==> src/design/scx_cfg.svh <==
`ifndef SCX_CFG_SVH
`define SCX_CFG_SVH
// ----------------------------------------
// register byte offsets
// ----------------------------------------
`define SCX_OFF_INSTR0  8'h00
`define SCX_OFF_INSTR1  8'h04
`define SCX_OFF_SRC     8'h08
`define SCX_OFF_DST     8'h0C
`define SCX_OFF_COUNT   8'h10
`define SCX_OFF_OPERAND 8'h14
`define SCX_OFF_CTRL    8'h18
`define SCX_OFF_STATUS  8'h1C
`define SCX_OFF_PC      8'h20
`define SCX_OFF_SAVEDPC 8'h24
// ----------------------------------------
// field positions and encodings
// ----------------------------------------
`define SCX_CTRL_START  0
`define SCX_CTRL_SEG    1
`define SCX_ST_BUSY     0
`define SCX_ST_MATCH    1
`define SCX_ST_EXH      2
`define SCX_ST_INTR     3
`define SCX_ST_ILLEGAL  4
`define SCX_OPCODE      7'h5D
`define SCX_SUB_REP     4'h4
`define SCX_SUB_DUAL    4'hA
// ----------------------------------------
// timing counts in clock cycles
// ----------------------------------------
`define SCX_REP_BASE    24'h00000B
`define SCX_REP_ELEM    24'h000009
`define SCX_DUAL_TOTAL  24'h000019
`endif

==> src/design/scx_pkg.sv <==
package scx_pkg;
   typedef enum logic [2:0] {ST_IDLE, ST_RD_SRC, ST_RD_DST, ST_CMP, ST_WAIT} scx_state_t;
   typedef logic [31:0] scx_word_t;
endpackage

==> src/design/scx_exec.sv <==
`timescale 1ns/1ps
`default_nettype none
`include "scx_cfg.svh"
// What this block does
// - repeating scan steps source pointer by one (byte) or two (word)
// - in the same cycle as the step, count drops by one and the step repeats
// - repeating scan ends on condition true or count reaching zero
// - count covers 1..65536 bytes; software keeps word count at most 32768
// - interrupted scan saves the instruction start address for re-execution
// - repeating scan takes 11 cycles plus 9 per element
// - scan decoded from opcode, nonzero source field, sub-op 0100
// - pointers are 16 bits nonsegmented, register pair when segmented
// - dual compare subtracts source element from destination element
// - match flag set when the selected condition holds, else cleared
// - compared operands are never written back
// - dual compare steps both pointers down by one or two
// - dual compare drops count by exactly one
// - exhausted flag set when count decrements to zero, else cleared
// - repeating scan compares memory element against the register operand
// - exhausted flag at one means count now holds zero
// - dual compare sub-op 1010, nonzero pointer fields, 25 cycles
module scx_exec
(
   input  wire logic           aclk,
   input  wire logic           aresetn,
   input  wire logic [7:0]     s_axi_awaddr,
   input  wire logic           s_axi_awvalid,
   output logic                s_axi_awready,
   input  wire logic [31:0]    s_axi_wdata,
   input  wire logic [3:0]     s_axi_wstrb,
   input  wire logic           s_axi_wvalid,
   output logic                s_axi_wready,
   output logic [1:0]          s_axi_bresp,
   output logic                s_axi_bvalid,
   input  wire logic           s_axi_bready,
   input  wire logic [7:0]     s_axi_araddr,
   input  wire logic           s_axi_arvalid,
   output logic                s_axi_arready,
   output logic [31:0]         s_axi_rdata,
   output logic [1:0]          s_axi_rresp,
   output logic                s_axi_rvalid,
   input  wire logic           s_axi_rready,
   output logic                mem_req,
   output scx_pkg::scx_word_t  mem_addr,
   output logic                mem_byte,
   input  wire logic           mem_ack,
   input  wire logic [15:0]    mem_rdata,
   input  wire logic           irq_pending,
   output logic                exec_done,
   output logic                intr_taken
);
   import scx_pkg::*;

   // ----------------------------------------
   // state
   // ----------------------------------------
   scx_state_t   state_reg;
   logic [15:0]  instr0_reg;
   logic [15:0]  instr1_reg;
   scx_word_t    src_ptr_reg;
   scx_word_t    dst_ptr_reg;
   logic [15:0]  count_reg;
   logic [15:0]  operand_reg;
   logic         seg_reg;
   scx_word_t    pc_reg;
   scx_word_t    saved_pc_reg;
   logic         match_reg;
   logic         exh_reg;
   logic         intr_reg;
   logic         illegal_reg;
   logic         rep_reg;
   logic [15:0]  src_data_reg;
   logic [15:0]  dst_data_reg;
   logic [23:0]  tick_reg;
   logic [23:0]  budget_reg;
   scx_word_t    addr_reg;
   logic         done_reg;
   logic         intr_pulse_reg;
   logic [7:0]   waddr_reg;
   scx_word_t    wdata_reg;
   logic [3:0]   wstrb_reg;
   logic         aw_got_reg;
   logic         w_got_reg;
   logic         bvalid_reg;
   logic [1:0]   bresp_reg;
   logic         rvalid_reg;
   logic [1:0]   rresp_reg;
   scx_word_t    rdata_reg;

   // 16-bit registers take only the two low byte lanes
   function automatic logic [15:0] merge16(input logic [15:0] old_v, input scx_word_t new_v, input logic [3:0] be);
      logic [15:0] r;
      r = old_v;
      if (be[0])
         r[7:0] = new_v[7:0];
      if (be[1])
         r[15:8] = new_v[15:8];
      return r;
   endfunction

   function automatic scx_word_t merge(input scx_word_t old_v, input scx_word_t new_v, input logic [3:0] be);
      scx_word_t r;
      r = old_v;
      for (int i = 0; i < 4; i++)
      begin
         if (be[i])
            r[i*8 +: 8] = new_v[i*8 +: 8];
      end
      return r;
   endfunction

   // ----------------------------------------
   // instruction decode
   // ----------------------------------------
   wire        busy     = (state_reg != ST_IDLE);
   wire        is_word  = instr0_reg[8];
   wire [3:0]  src_fld  = instr0_reg[7:4];
   wire [3:0]  sub_op   = instr0_reg[3:0];
   wire [3:0]  dst_fld  = instr1_reg[7:4];
   wire [3:0]  condition_select = instr1_reg[3:0];
   wire        op_ok    = (instr0_reg[15:9] == `SCX_OPCODE) && (instr1_reg[15:12] == 4'h0);
   wire        scan_repeat = op_ok && (sub_op == `SCX_SUB_REP) && (src_fld != 4'h0);
   wire        dual_compare_down = op_ok && (sub_op == `SCX_SUB_DUAL) && (src_fld != 4'h0) && (dst_fld != 4'h0);
   wire [15:0] step     = is_word ? 16'h0002 : 16'h0001;
   // zero count wraps to 65536 elements
   wire [15:0] count_dec = count_reg - 16'h0001;

   // ----------------------------------------
   // compare, result kept only as flags
   // ----------------------------------------
   // register operand (scan) or destination element (dual) vs source element
   wire [15:0] opa  = rep_reg ? operand_reg : dst_data_reg;
   wire [15:0] opb  = src_data_reg;
   wire [16:0] dw   = {1'b0, opa} - {1'b0, opb};
   wire [8:0]  db   = {1'b0, opa[7:0]} - {1'b0, opb[7:0]};
   wire        f_z  = is_word ? (dw[15:0] == 16'h0000) : (db[7:0] == 8'h00);
   wire        f_c  = is_word ? dw[16] : db[8];
   wire        f_s  = is_word ? dw[15] : db[7];
   wire        f_v  = is_word ? ((opa[15] ^ opb[15]) & (opa[15] ^ dw[15]))
                              : ((opa[7] ^ opb[7]) & (opa[7] ^ db[7]));
   wire        lt   = f_s ^ f_v;
   wire [15:0] cc_tab = {~f_c, ~f_c & ~f_z, ~lt & ~f_z, ~lt, ~f_s, ~f_z, ~f_v, 1'b1,
                         f_c, f_z, f_s, f_v, f_c | f_z, lt | f_z, lt, 1'b0};
   wire        cond_true = cc_tab[condition_select];

   function automatic scx_word_t eff(input scx_word_t p, input logic seg);
      return seg ? p : {16'h0000, p[15:0]};
   endfunction

   wire [31:0] src_up   = {src_ptr_reg[31:16], src_ptr_reg[15:0] + step};
   wire [31:0] src_down = {src_ptr_reg[31:16], src_ptr_reg[15:0] - step};
   wire [31:0] dst_down = {dst_ptr_reg[31:16], dst_ptr_reg[15:0] - step};
   wire        budget_hit = (tick_reg >= budget_reg - 24'h000001);

   // ----------------------------------------
   // bus write side
   // ----------------------------------------
   wire        wr_fire  = aw_got_reg && w_got_reg && !bvalid_reg;
   wire        wr_map   = (waddr_reg[7:2] <= `SCX_OFF_SAVEDPC >> 2) && (waddr_reg[1:0] == 2'b00);
   wire        wr_ok    = wr_fire && !busy;
   wire        wr_start = wr_ok && (waddr_reg == `SCX_OFF_CTRL) && wstrb_reg[0]
                          && wdata_reg[`SCX_CTRL_START];
   wire [31:0] ctrl_new = merge({30'h0, seg_reg, 1'b0}, wdata_reg, wstrb_reg);
   assign s_axi_awready = !aw_got_reg && !bvalid_reg;
   assign s_axi_wready  = !w_got_reg && !bvalid_reg;
   assign s_axi_bvalid  = bvalid_reg;
   assign s_axi_bresp   = bresp_reg;

   // ----------------------------------------
   // bus read side
   // ----------------------------------------
   wire [31:0] status_v = {27'h0, illegal_reg, intr_reg, exh_reg, match_reg, busy};
   wire [7:0]  ra       = s_axi_araddr;
   wire        rd_map   = (ra[7:2] <= `SCX_OFF_SAVEDPC >> 2) && (ra[1:0] == 2'b00);
   wire [31:0] rd_mux   = (ra == `SCX_OFF_INSTR0)  ? {16'h0, instr0_reg} :
                          (ra == `SCX_OFF_INSTR1)  ? {16'h0, instr1_reg} :
                          (ra == `SCX_OFF_SRC)     ? src_ptr_reg :
                          (ra == `SCX_OFF_DST)     ? dst_ptr_reg :
                          (ra == `SCX_OFF_COUNT)   ? {16'h0, count_reg} :
                          (ra == `SCX_OFF_OPERAND) ? {16'h0, operand_reg} :
                          (ra == `SCX_OFF_CTRL)    ? {30'h0, seg_reg, 1'b0} :
                          (ra == `SCX_OFF_STATUS)  ? status_v :
                          (ra == `SCX_OFF_PC)      ? pc_reg :
                          (ra == `SCX_OFF_SAVEDPC) ? saved_pc_reg : 32'h0;
   assign s_axi_arready = !rvalid_reg;
   assign s_axi_rvalid  = rvalid_reg;
   assign s_axi_rdata   = rdata_reg;
   assign s_axi_rresp   = rresp_reg;

   assign mem_req    = (state_reg == ST_RD_SRC) || (state_reg == ST_RD_DST);
   assign mem_addr   = addr_reg;
   assign mem_byte   = !is_word;
   assign exec_done  = done_reg;
   assign intr_taken = intr_pulse_reg;

   always_ff @(posedge aclk)
   begin
      if (!aresetn)
      begin
         aw_got_reg <= 1'b0;
         w_got_reg  <= 1'b0;
         bvalid_reg <= 1'b0;
         bresp_reg  <= 2'b00;
         waddr_reg  <= 8'h00;
         wdata_reg  <= 32'h0;
         wstrb_reg  <= 4'h0;
         rvalid_reg <= 1'b0;
         rresp_reg  <= 2'b00;
         rdata_reg  <= 32'h0;
      end
      else
      begin
         if (s_axi_awvalid && s_axi_awready)
         begin
            aw_got_reg <= 1'b1;
            waddr_reg  <= s_axi_awaddr;
         end
         if (s_axi_wvalid && s_axi_wready)
         begin
            w_got_reg <= 1'b1;
            wdata_reg <= s_axi_wdata;
            wstrb_reg <= s_axi_wstrb;
         end
         if (wr_fire)
         begin
            aw_got_reg <= 1'b0;
            w_got_reg  <= 1'b0;
            bvalid_reg <= 1'b1;
            bresp_reg  <= wr_map ? 2'b00 : 2'b10;
         end
         else if (bvalid_reg && s_axi_bready)
            bvalid_reg <= 1'b0;
         if (s_axi_arvalid && s_axi_arready)
         begin
            rvalid_reg <= 1'b1;
            rdata_reg  <= rd_mux;
            rresp_reg  <= rd_map ? 2'b00 : 2'b10;
         end
         else if (rvalid_reg && s_axi_rready)
            rvalid_reg <= 1'b0;
      end
   end

   // ----------------------------------------
   // register file and execution sequence
   // ----------------------------------------
   // writes while busy are dropped so software never races the pointers
   always_ff @(posedge aclk)
   begin
      if (!aresetn)
      begin
         state_reg      <= ST_IDLE;
         instr0_reg     <= 16'h0;
         instr1_reg     <= 16'h0;
         src_ptr_reg    <= 32'h0;
         dst_ptr_reg    <= 32'h0;
         count_reg      <= 16'h0;
         operand_reg    <= 16'h0;
         seg_reg        <= 1'b0;
         pc_reg         <= 32'h0;
         saved_pc_reg   <= 32'h0;
         match_reg      <= 1'b0;
         exh_reg        <= 1'b0;
         intr_reg       <= 1'b0;
         illegal_reg    <= 1'b0;
         rep_reg        <= 1'b0;
         src_data_reg   <= 16'h0;
         dst_data_reg   <= 16'h0;
         tick_reg       <= 24'h0;
         budget_reg     <= 24'h0;
         addr_reg       <= 32'h0;
         done_reg       <= 1'b0;
         intr_pulse_reg <= 1'b0;
      end
      else
      begin
         done_reg       <= 1'b0;
         intr_pulse_reg <= 1'b0;
         tick_reg       <= tick_reg + 24'h000001;
         if (wr_ok)
         begin
            case (waddr_reg)
               `SCX_OFF_INSTR0:  instr0_reg  <= merge16(instr0_reg, wdata_reg, wstrb_reg);
               `SCX_OFF_INSTR1:  instr1_reg  <= merge16(instr1_reg, wdata_reg, wstrb_reg);
               `SCX_OFF_SRC:     src_ptr_reg <= merge(src_ptr_reg, wdata_reg, wstrb_reg);
               `SCX_OFF_DST:     dst_ptr_reg <= merge(dst_ptr_reg, wdata_reg, wstrb_reg);
               `SCX_OFF_COUNT:   count_reg   <= merge16(count_reg, wdata_reg, wstrb_reg);
               `SCX_OFF_OPERAND: operand_reg <= merge16(operand_reg, wdata_reg, wstrb_reg);
               `SCX_OFF_CTRL:    seg_reg     <= ctrl_new[`SCX_CTRL_SEG];
               `SCX_OFF_PC:      pc_reg      <= merge(pc_reg, wdata_reg, wstrb_reg);
               default:          ;
            endcase
         end
         case (state_reg)
            ST_IDLE:
            begin
               if (wr_start)
               begin
                  tick_reg    <= 24'h0;
                  intr_reg    <= 1'b0;
                  rep_reg     <= scan_repeat;
                  illegal_reg <= !(scan_repeat || dual_compare_down);
                  addr_reg    <= eff(src_ptr_reg, seg_reg);
                  budget_reg  <= scan_repeat ? `SCX_REP_BASE + `SCX_REP_ELEM : `SCX_DUAL_TOTAL;
                  if (scan_repeat || dual_compare_down)
                     state_reg <= ST_RD_SRC;
                  else
                     done_reg  <= 1'b1;
               end
            end
            ST_RD_SRC:
            begin
               if (mem_ack)
               begin
                  src_data_reg <= mem_rdata;
                  addr_reg     <= eff(dst_ptr_reg, seg_reg);
                  state_reg    <= rep_reg ? ST_CMP : ST_RD_DST;
               end
            end
            ST_RD_DST:
            begin
               if (mem_ack)
               begin
                  dst_data_reg <= mem_rdata;
                  state_reg    <= ST_CMP;
               end
            end
            ST_CMP:
            begin
               match_reg <= cond_true;
               count_reg <= count_dec;
               exh_reg   <= (count_dec == 16'h0000);
               if (rep_reg)
                  src_ptr_reg <= src_up;
               else
               begin
                  src_ptr_reg <= src_down;
                  dst_ptr_reg <= dst_down;
               end
               state_reg <= ST_WAIT;
            end
            ST_WAIT:
            begin
               if (budget_hit)
               begin
                  if (!rep_reg || match_reg || exh_reg)
                  begin
                     state_reg <= ST_IDLE;
                     done_reg  <= 1'b1;
                  end
                  else if (irq_pending)
                  begin
                     saved_pc_reg   <= pc_reg;
                     intr_reg       <= 1'b1;
                     intr_pulse_reg <= 1'b1;
                     done_reg       <= 1'b1;
                     state_reg      <= ST_IDLE;
                  end
                  else
                  begin
                     budget_reg <= budget_reg + `SCX_REP_ELEM;
                     addr_reg   <= eff(src_ptr_reg, seg_reg);
                     state_reg  <= ST_RD_SRC;
                  end
               end
            end
            default:
               state_reg <= ST_IDLE;
         endcase
      end
   end
endmodule
`default_nettype wire

==> config.mk <==
export PLATFORM = sky130hd
export DESIGN_NAME = scx_exec
export DESIGN_NICKNAME = d
export VERILOG_FILES = /design/src/design/scx_pkg.sv /design/src/design/scx_exec.sv
export VERILOG_INCLUDE_DIRS = /design/src /design/src/design
export SDC_FILE = /design/constraint.sdc
export NUM_CORES = 1
export LEC_CHECK = 0
export ABC_AREA = 1
export BUFFER_PORTS_ARGS = -buffer_cell sky130_fd_sc_hd__clkbuf_2
export CORE_MARGIN = 5
export CORE_UTILIZATION = 33
export CTS_BUF_LIST = sky130_fd_sc_hd__clkbuf_4
export DETAILED_ROUTE_END_ITERATION = 7
export PLACE_DENSITY = 0.48
export SLEW_MARGIN = 20
export SYNTH_ARGS = -nofsm -noshare
export SYNTH_HDL_FRONTEND = slang
export SYNTH_SLANG_ARGS = --single-unit
==> constraint.sdc <==
create_clock -name aclk -period 3.7 [get_ports aclk]
set_input_delay 0.37 -clock aclk [delete_from_list [all_inputs] [get_ports aclk]]
set_output_delay 0.37 -clock aclk [all_outputs]
set_load 0.02 [all_outputs]
== Word level (Yosys, flattened, before mapping) ==
Index checks and enable logic that the tools add are counted.
Word-level totals
  bits in registers: 399
  input port bits: 77
  output and inout bits: 77
  logic and storage cells: 269
Cells by class
  add/sub/neg operators: 9
  order comparisons: 4
  eq/ne operators: 32
  muxes and demuxes: 79
  bitwise operators: 21
  reduce and logical (&&, ||, !) cells: 81
Operators with widths (count)
  32-bit two-way mux: 24
  24-bit two-way mux: 6
  32-bit case mux with 3 select lines: 1
  16-bit two-way mux: 5
  8-bit two-way mux: 8
  8-bit by 5-bit equality test with 1-bit output (second input constant): 7
  24-bit case mux with 2 select lines: 1
  3-bit AND reduction: 15
  8-bit by 4-bit equality test with 1-bit output (second input constant): 4
  16-bit logical NOT: 2
  16-bit by 2-bit subtractor with 16-bit output: 2
  24-bit by 1-bit adder with 24-bit output (second input constant): 1
  24-bit by 4-bit adder with 24-bit output (second input constant): 1
  8-bit by 6-bit equality test with 1-bit output (second input constant): 3
  24-bit greater-or-equal comparator: 1
  8-bit logical NOT: 3
  24-bit by 1-bit subtractor with 24-bit output (second input constant): 1
  1-bit logical AND: 21
  1-bit two-way mux: 21
  2-bit != test (second input constant): 9
  16-bit by 16-bit subtractor with 17-bit output: 1
  16-bit by 2-bit adder with 16-bit output: 1
  8-bit by 3-bit equality test with 1-bit output (second input constant): 2
  2-bit nonzero test: 8
  33 further kinds: 78

== Depth between registers and ports, before layout ==
  word-level depth: 11
  gate-level depth with buffers: 27
  depth with buffers taken out: 26

== Worst setup path after synthesis ==
Ideal clock, no wire load.
  path kind: register to register
  start point: register budget_reg[0]
  end point: register addr_reg[16], in the netlist mem_addr[16]
  library setup time: 70 ps
  arrival: 3432 ps
  data required time: 3630 ps
  path slack: 197 ps
  stages on the path, launching flop included: 23
  path buffers: 1
  clock period less this slack: 3503 ps
  path through: dfxtp_1 > inv_1 > nand3_1 > nor3_2 > and2_1 > nand3_1 > inv_1 > nand3_1 > nor3_2 > nand2_1 > nor3_2 > nand3_1 > xnor2_1 > inv_1 > ha_1 > nand2_1 > nor2_1 > a211oi_1 > nand3_1 > nand2_2 > clkbuf_1 > nand2_1 > a21oi_2
Between the ends
  longest elaborated chain between the ends: 4
RTL lines
  from (decl): RTL line scx_exec.sv:75  | logic [23:0] budget_reg;
  from (signal assigned): RTL line scx_exec.sv:304  | budget_reg <= scan_repeat ? `SCX_REP_BASE + `SCX_REP_ELEM : `SCX_DUAL_TOTAL;
  from (signal assigned): RTL line scx_exec.sv:361  | budget_reg <= budget_reg + `SCX_REP_ELEM;
  24-bit by 1-bit subtractor with 24-bit output: RTL line scx_exec.sv:153  | wire budget_hit = (tick_reg >= budget_reg - 24'h000001);
  24-bit greater-or-equal comparator: RTL line scx_exec.sv:153
  2-bit != test (no source line)
  6-bit AND reduction (no source line)
  to (signal assigned): RTL line scx_exec.sv:303  | addr_reg <= eff(src_ptr_reg, seg_reg);
  to (signal assigned): RTL line scx_exec.sv:316  | addr_reg <= eff(dst_ptr_reg, seg_reg);
  to (signal assigned): RTL line scx_exec.sv:362  | addr_reg <= eff(src_ptr_reg, seg_reg);
  to (decl): RTL line scx_exec.sv:76  | scx_word_t addr_reg;
Every way passes these cells.
A chain may end at the register's enable or synchronous reset.

== Final worst setup path ==
  start point: register budget_reg[0]
  end point: register budget_reg[15]
Between the ends
  longest elaborated chain between the ends: 5
  elaborated cells between the ends (all ways): 9
  classes of those cells: 2 x add/sub; 1 x order compare; 1 x eq/ne; 4 x mux; 1 x reduce/logical
RTL lines
  parallel branches: the longest is 5 deep, another holds 24-bit by 1-bit subtractor with 24-bit output
Parallel ways; which one is timed is not known. The select of a mux whose other input is x is not followed.

==> results.ini <==
[status]
status=complete, no violations

[synthesis]
synth-xor-area-share=0.0315
synthSimpleGateAreaFrac=0.239
synthCells=3052
synthAdderAreaFrac=0.0400
async_reset_ff_frac=0
synth-seq-cells=397
synth_warnings=0
synth.avg_cell_area_um2=6.84
synthMuxAreaShare=0.000959
ys_types=58
synth_edf_count=0
syn_area_mm2=0.0209
synth_top_family_by_area=simple AND/OR/NAND/NOR gates
synth_compound_area_frac=0.213
ys_seq_area_frac=0.381
ys.flop_type=dfxtp_1

[timing]
hold_viol=0
worst_pin_slew_ns=1.01
min_period_ns=3.48
maxSlewHeadroom=0.322
finalSetupViolations=0
timing.final.crit_share=0.941
timing.hold.ws_ns=0.0697
fin_ws_ns=0.217
fin_skew_ns=0.0677
rsz0062_at_grt=true
final-max-slew-violation-count=0
fmax_ghz=0.287

[detailed_routing]
drtPass1Iterations=6
drtIter0Drc=1578
wire_per_inst_um=18.2
drt_wl_total_mm=78.0
viasPerCell=5.04
vias=21600
antenna_left=0
drc=0

[finish]
final_common_cell=nand2_1
instances_no_fill=4278
area_growth_pct=21.9
final_layout_size_suffix_gt1_frac=0.147
stdcell_area_mm2=0.0254
final_cell_mix=nand2_1 (541), dfxtp_1 (395), a21oi_1 (364), inv_1 (347), o21ai_0 (336)
nNetsFinal=3485

[clock_tree]
cts_made_buffers=115
clkLatencyLatePin_ns=0.93
cts-root-buf=clkbuf_4
cts_tree=yes
path_clk_slew_ns=0.07
cts_sinks=397
cts_buffer_depth=3
htreeDepth=3

[power_and_ir_drop]
comb_power_share=0.062
ir_drop_v=0.000198
power_frac_clock=0.456
leakage_nw=10.7
p_int_w=0.00666
switching_power_w=0.00247
swShare=0.271
power_density_mw_per_mm2=359
total_power_w=0.00913
p_seq_frac=0.482

[worst_setup_path]
worstPathArrival_ns=4.29
r2r-start=budget_reg[0]
crit_type=flip-flop to flip-flop
setup.worst_path.end_class=flip-flop
crit_fanout=12
slowest_delay_ns=0.33
crit_chain=inv_2 > nand3_4 > nor3_4 > and2_4 > nand3_4 > inv_4 > nand3_4 > nor3_4 > nand2_2 > nor3_2 > buf_4 > xor2_1 > ha_1 > a21oi_2 > nor2_1 > a211oi_2 > nand3_2 > buf_6 > nand2_4 > buf_6 > nand2_1 > a21oi_1
reg2reg_to=budget_reg[15]
cp-startpoint=budget_reg[0]
crit_path_start_kind=flip-flop
r2r.worst_path.cells=22
r2r_slack_ns=0.22
cp.required_ns=4.51
critPathMostFrequentCell=nand3_4
cp_slowest_cell=a211oi_2

[min_path]
hold_path.class=input pin to flip-flop
hold_start=s_axi_wvalid
min_to=wdata_reg[9]
min_delay_path_depth=3

[floorplanning]
die_y_um=262
io_pins=154
dieArea_mm2=0.0684
die_w_um=262
initial_utilization=0.332
core_area_mm2=0.0629
fp-row-count=92

[global_routing]
grtUsageTotal=0.219
overflow=0
grt_pass1_vias=20200
grt_max_degree=98
grt_pass1_wl_mm=117
antenna_found_initial=3

[placement]
placedCellCount=3976
place_area_mm2=0.0228
place_ws_ns=-0.0763
place_hpwl_mm=56.9
place.gp.congestion=0.935
io_buffer_count=151

[run]
timing.max_cap.violations=0

-- kinds of logic after synthesis --
family                     after synthesis
xor gates and xnor gates                75
and+or+nand+nor                       1174
other                                    1
AOI/OAI and AO/OA                      822
buffers and inverters                  516
adders and majority gates               65
muxes                                    2
DFF                                    397
-- worst max-delay path by stage --
stage	endpoint	slack, ns	depth (start not counted)
global route	saved_pc_reg[25]	-0.04	25
detailed placement	saved_pc_reg[17]	-0.08	24
global placement	saved_pc_reg[21]	0.01	24
finish	budget_reg[15]	0.22	22
CTS	budget_reg[19]	0.02	24
floorplan	mem_addr[16]	0.20	22
-- power groups by stage --
stage / sequential (W) / clock [W] / combinational [W]
global placement: 0.00449 / 0 / 0.000483
finish: 0.00440 / 0.00417 / 0.000565
detailed placement: 0.00449 / 0 / 0.000486
floorplan: 0.00447 / 0 / 0.000277
global route: 0.00440 / 0.00455 / 0.000620
CTS: 0.00440 / 0.00430 / 0.000560
-- worst max-delay path: cells and delay by family, from the launching register on --
| kind | cells | cell delay [ns] |
|---|---|---|
| buffers and inverters | 5 | 0.62 |
| and+or+nand+nor | 12 | 1.42 |
| AOI/OAI and AO/OA | 3 | 0.63 |
| adders and majority gates | 1 | 0.26 |
| DFF | 1 | 0.32 |
| xor gates and xnor gates | 1 | 0.14 |
-- through the flow --
stage	utilization	TNS (ns)
floorplan	-	0
global placement	0.362	0
detailed placement	0.362	-1.65
CTS	0.399	0
global route	0.405	-0.726
finish	0.405	0
-- cell usage after synthesis (11+ instances only) --
master | count | area, um^2
o211ai_1 | 15 | 113
xor2_1 | 59 | 517
a31oi_1 | 18 | 113
ha_1 | 62 | 776
a221oi_1 | 14 | 123
nor2_1 | 334 | 1250
nand2_1 | 550 | 2060
nand3_1 | 149 | 746
xnor2_1 | 16 | 140
inv_1 | 353 | 1330
nor3_1 | 42 | 210
nand4_1 | 34 | 213
a211oi_1 | 27 | 203
a21oi_1 | 366 | 1830
clkbuf_1 | 130 | 488
nor4_1 | 17 | 106
o21ai_0 | 337 | 1690
dfxtp_1 | 397 | 7950
nand2_2 | 11 | 68.8
-- what timing repair did --
action,CTS,global route
resized for setup,7,52
pin swaps,1,23
setup endpoints to repair,42,93
hold buffers,81,0
gates cloned,1,3
setup buffers,2,9
endpoints found under the hold margin,183,0
-- final cells by class --
| type | count | area (um^2) |
|---|---|---|
| diodes | 2 | 5.00 |
| clock buffers | 167 | 1250 |
| clock inverters | 37 | 199 |
| fillers | 6717 | 37400 |
| inverters | 368 | 1400 |
| multi-input cells | 2140 | 11100 |
| flip-flops and latches | 397 | 7950 |
| well taps | 846 | 1060 |
| repair buffers | 321 | 2440 |
-- metal layers --
metal  part of all wire  GRT usage  wire (um)
met5            0.00017          0         13
met4              0.024     0.0664       1890
met1               0.49      0.321      37800
met3              0.068     0.0453       5340
met2               0.42      0.323      32900
(Power assumes the default switching activity.)
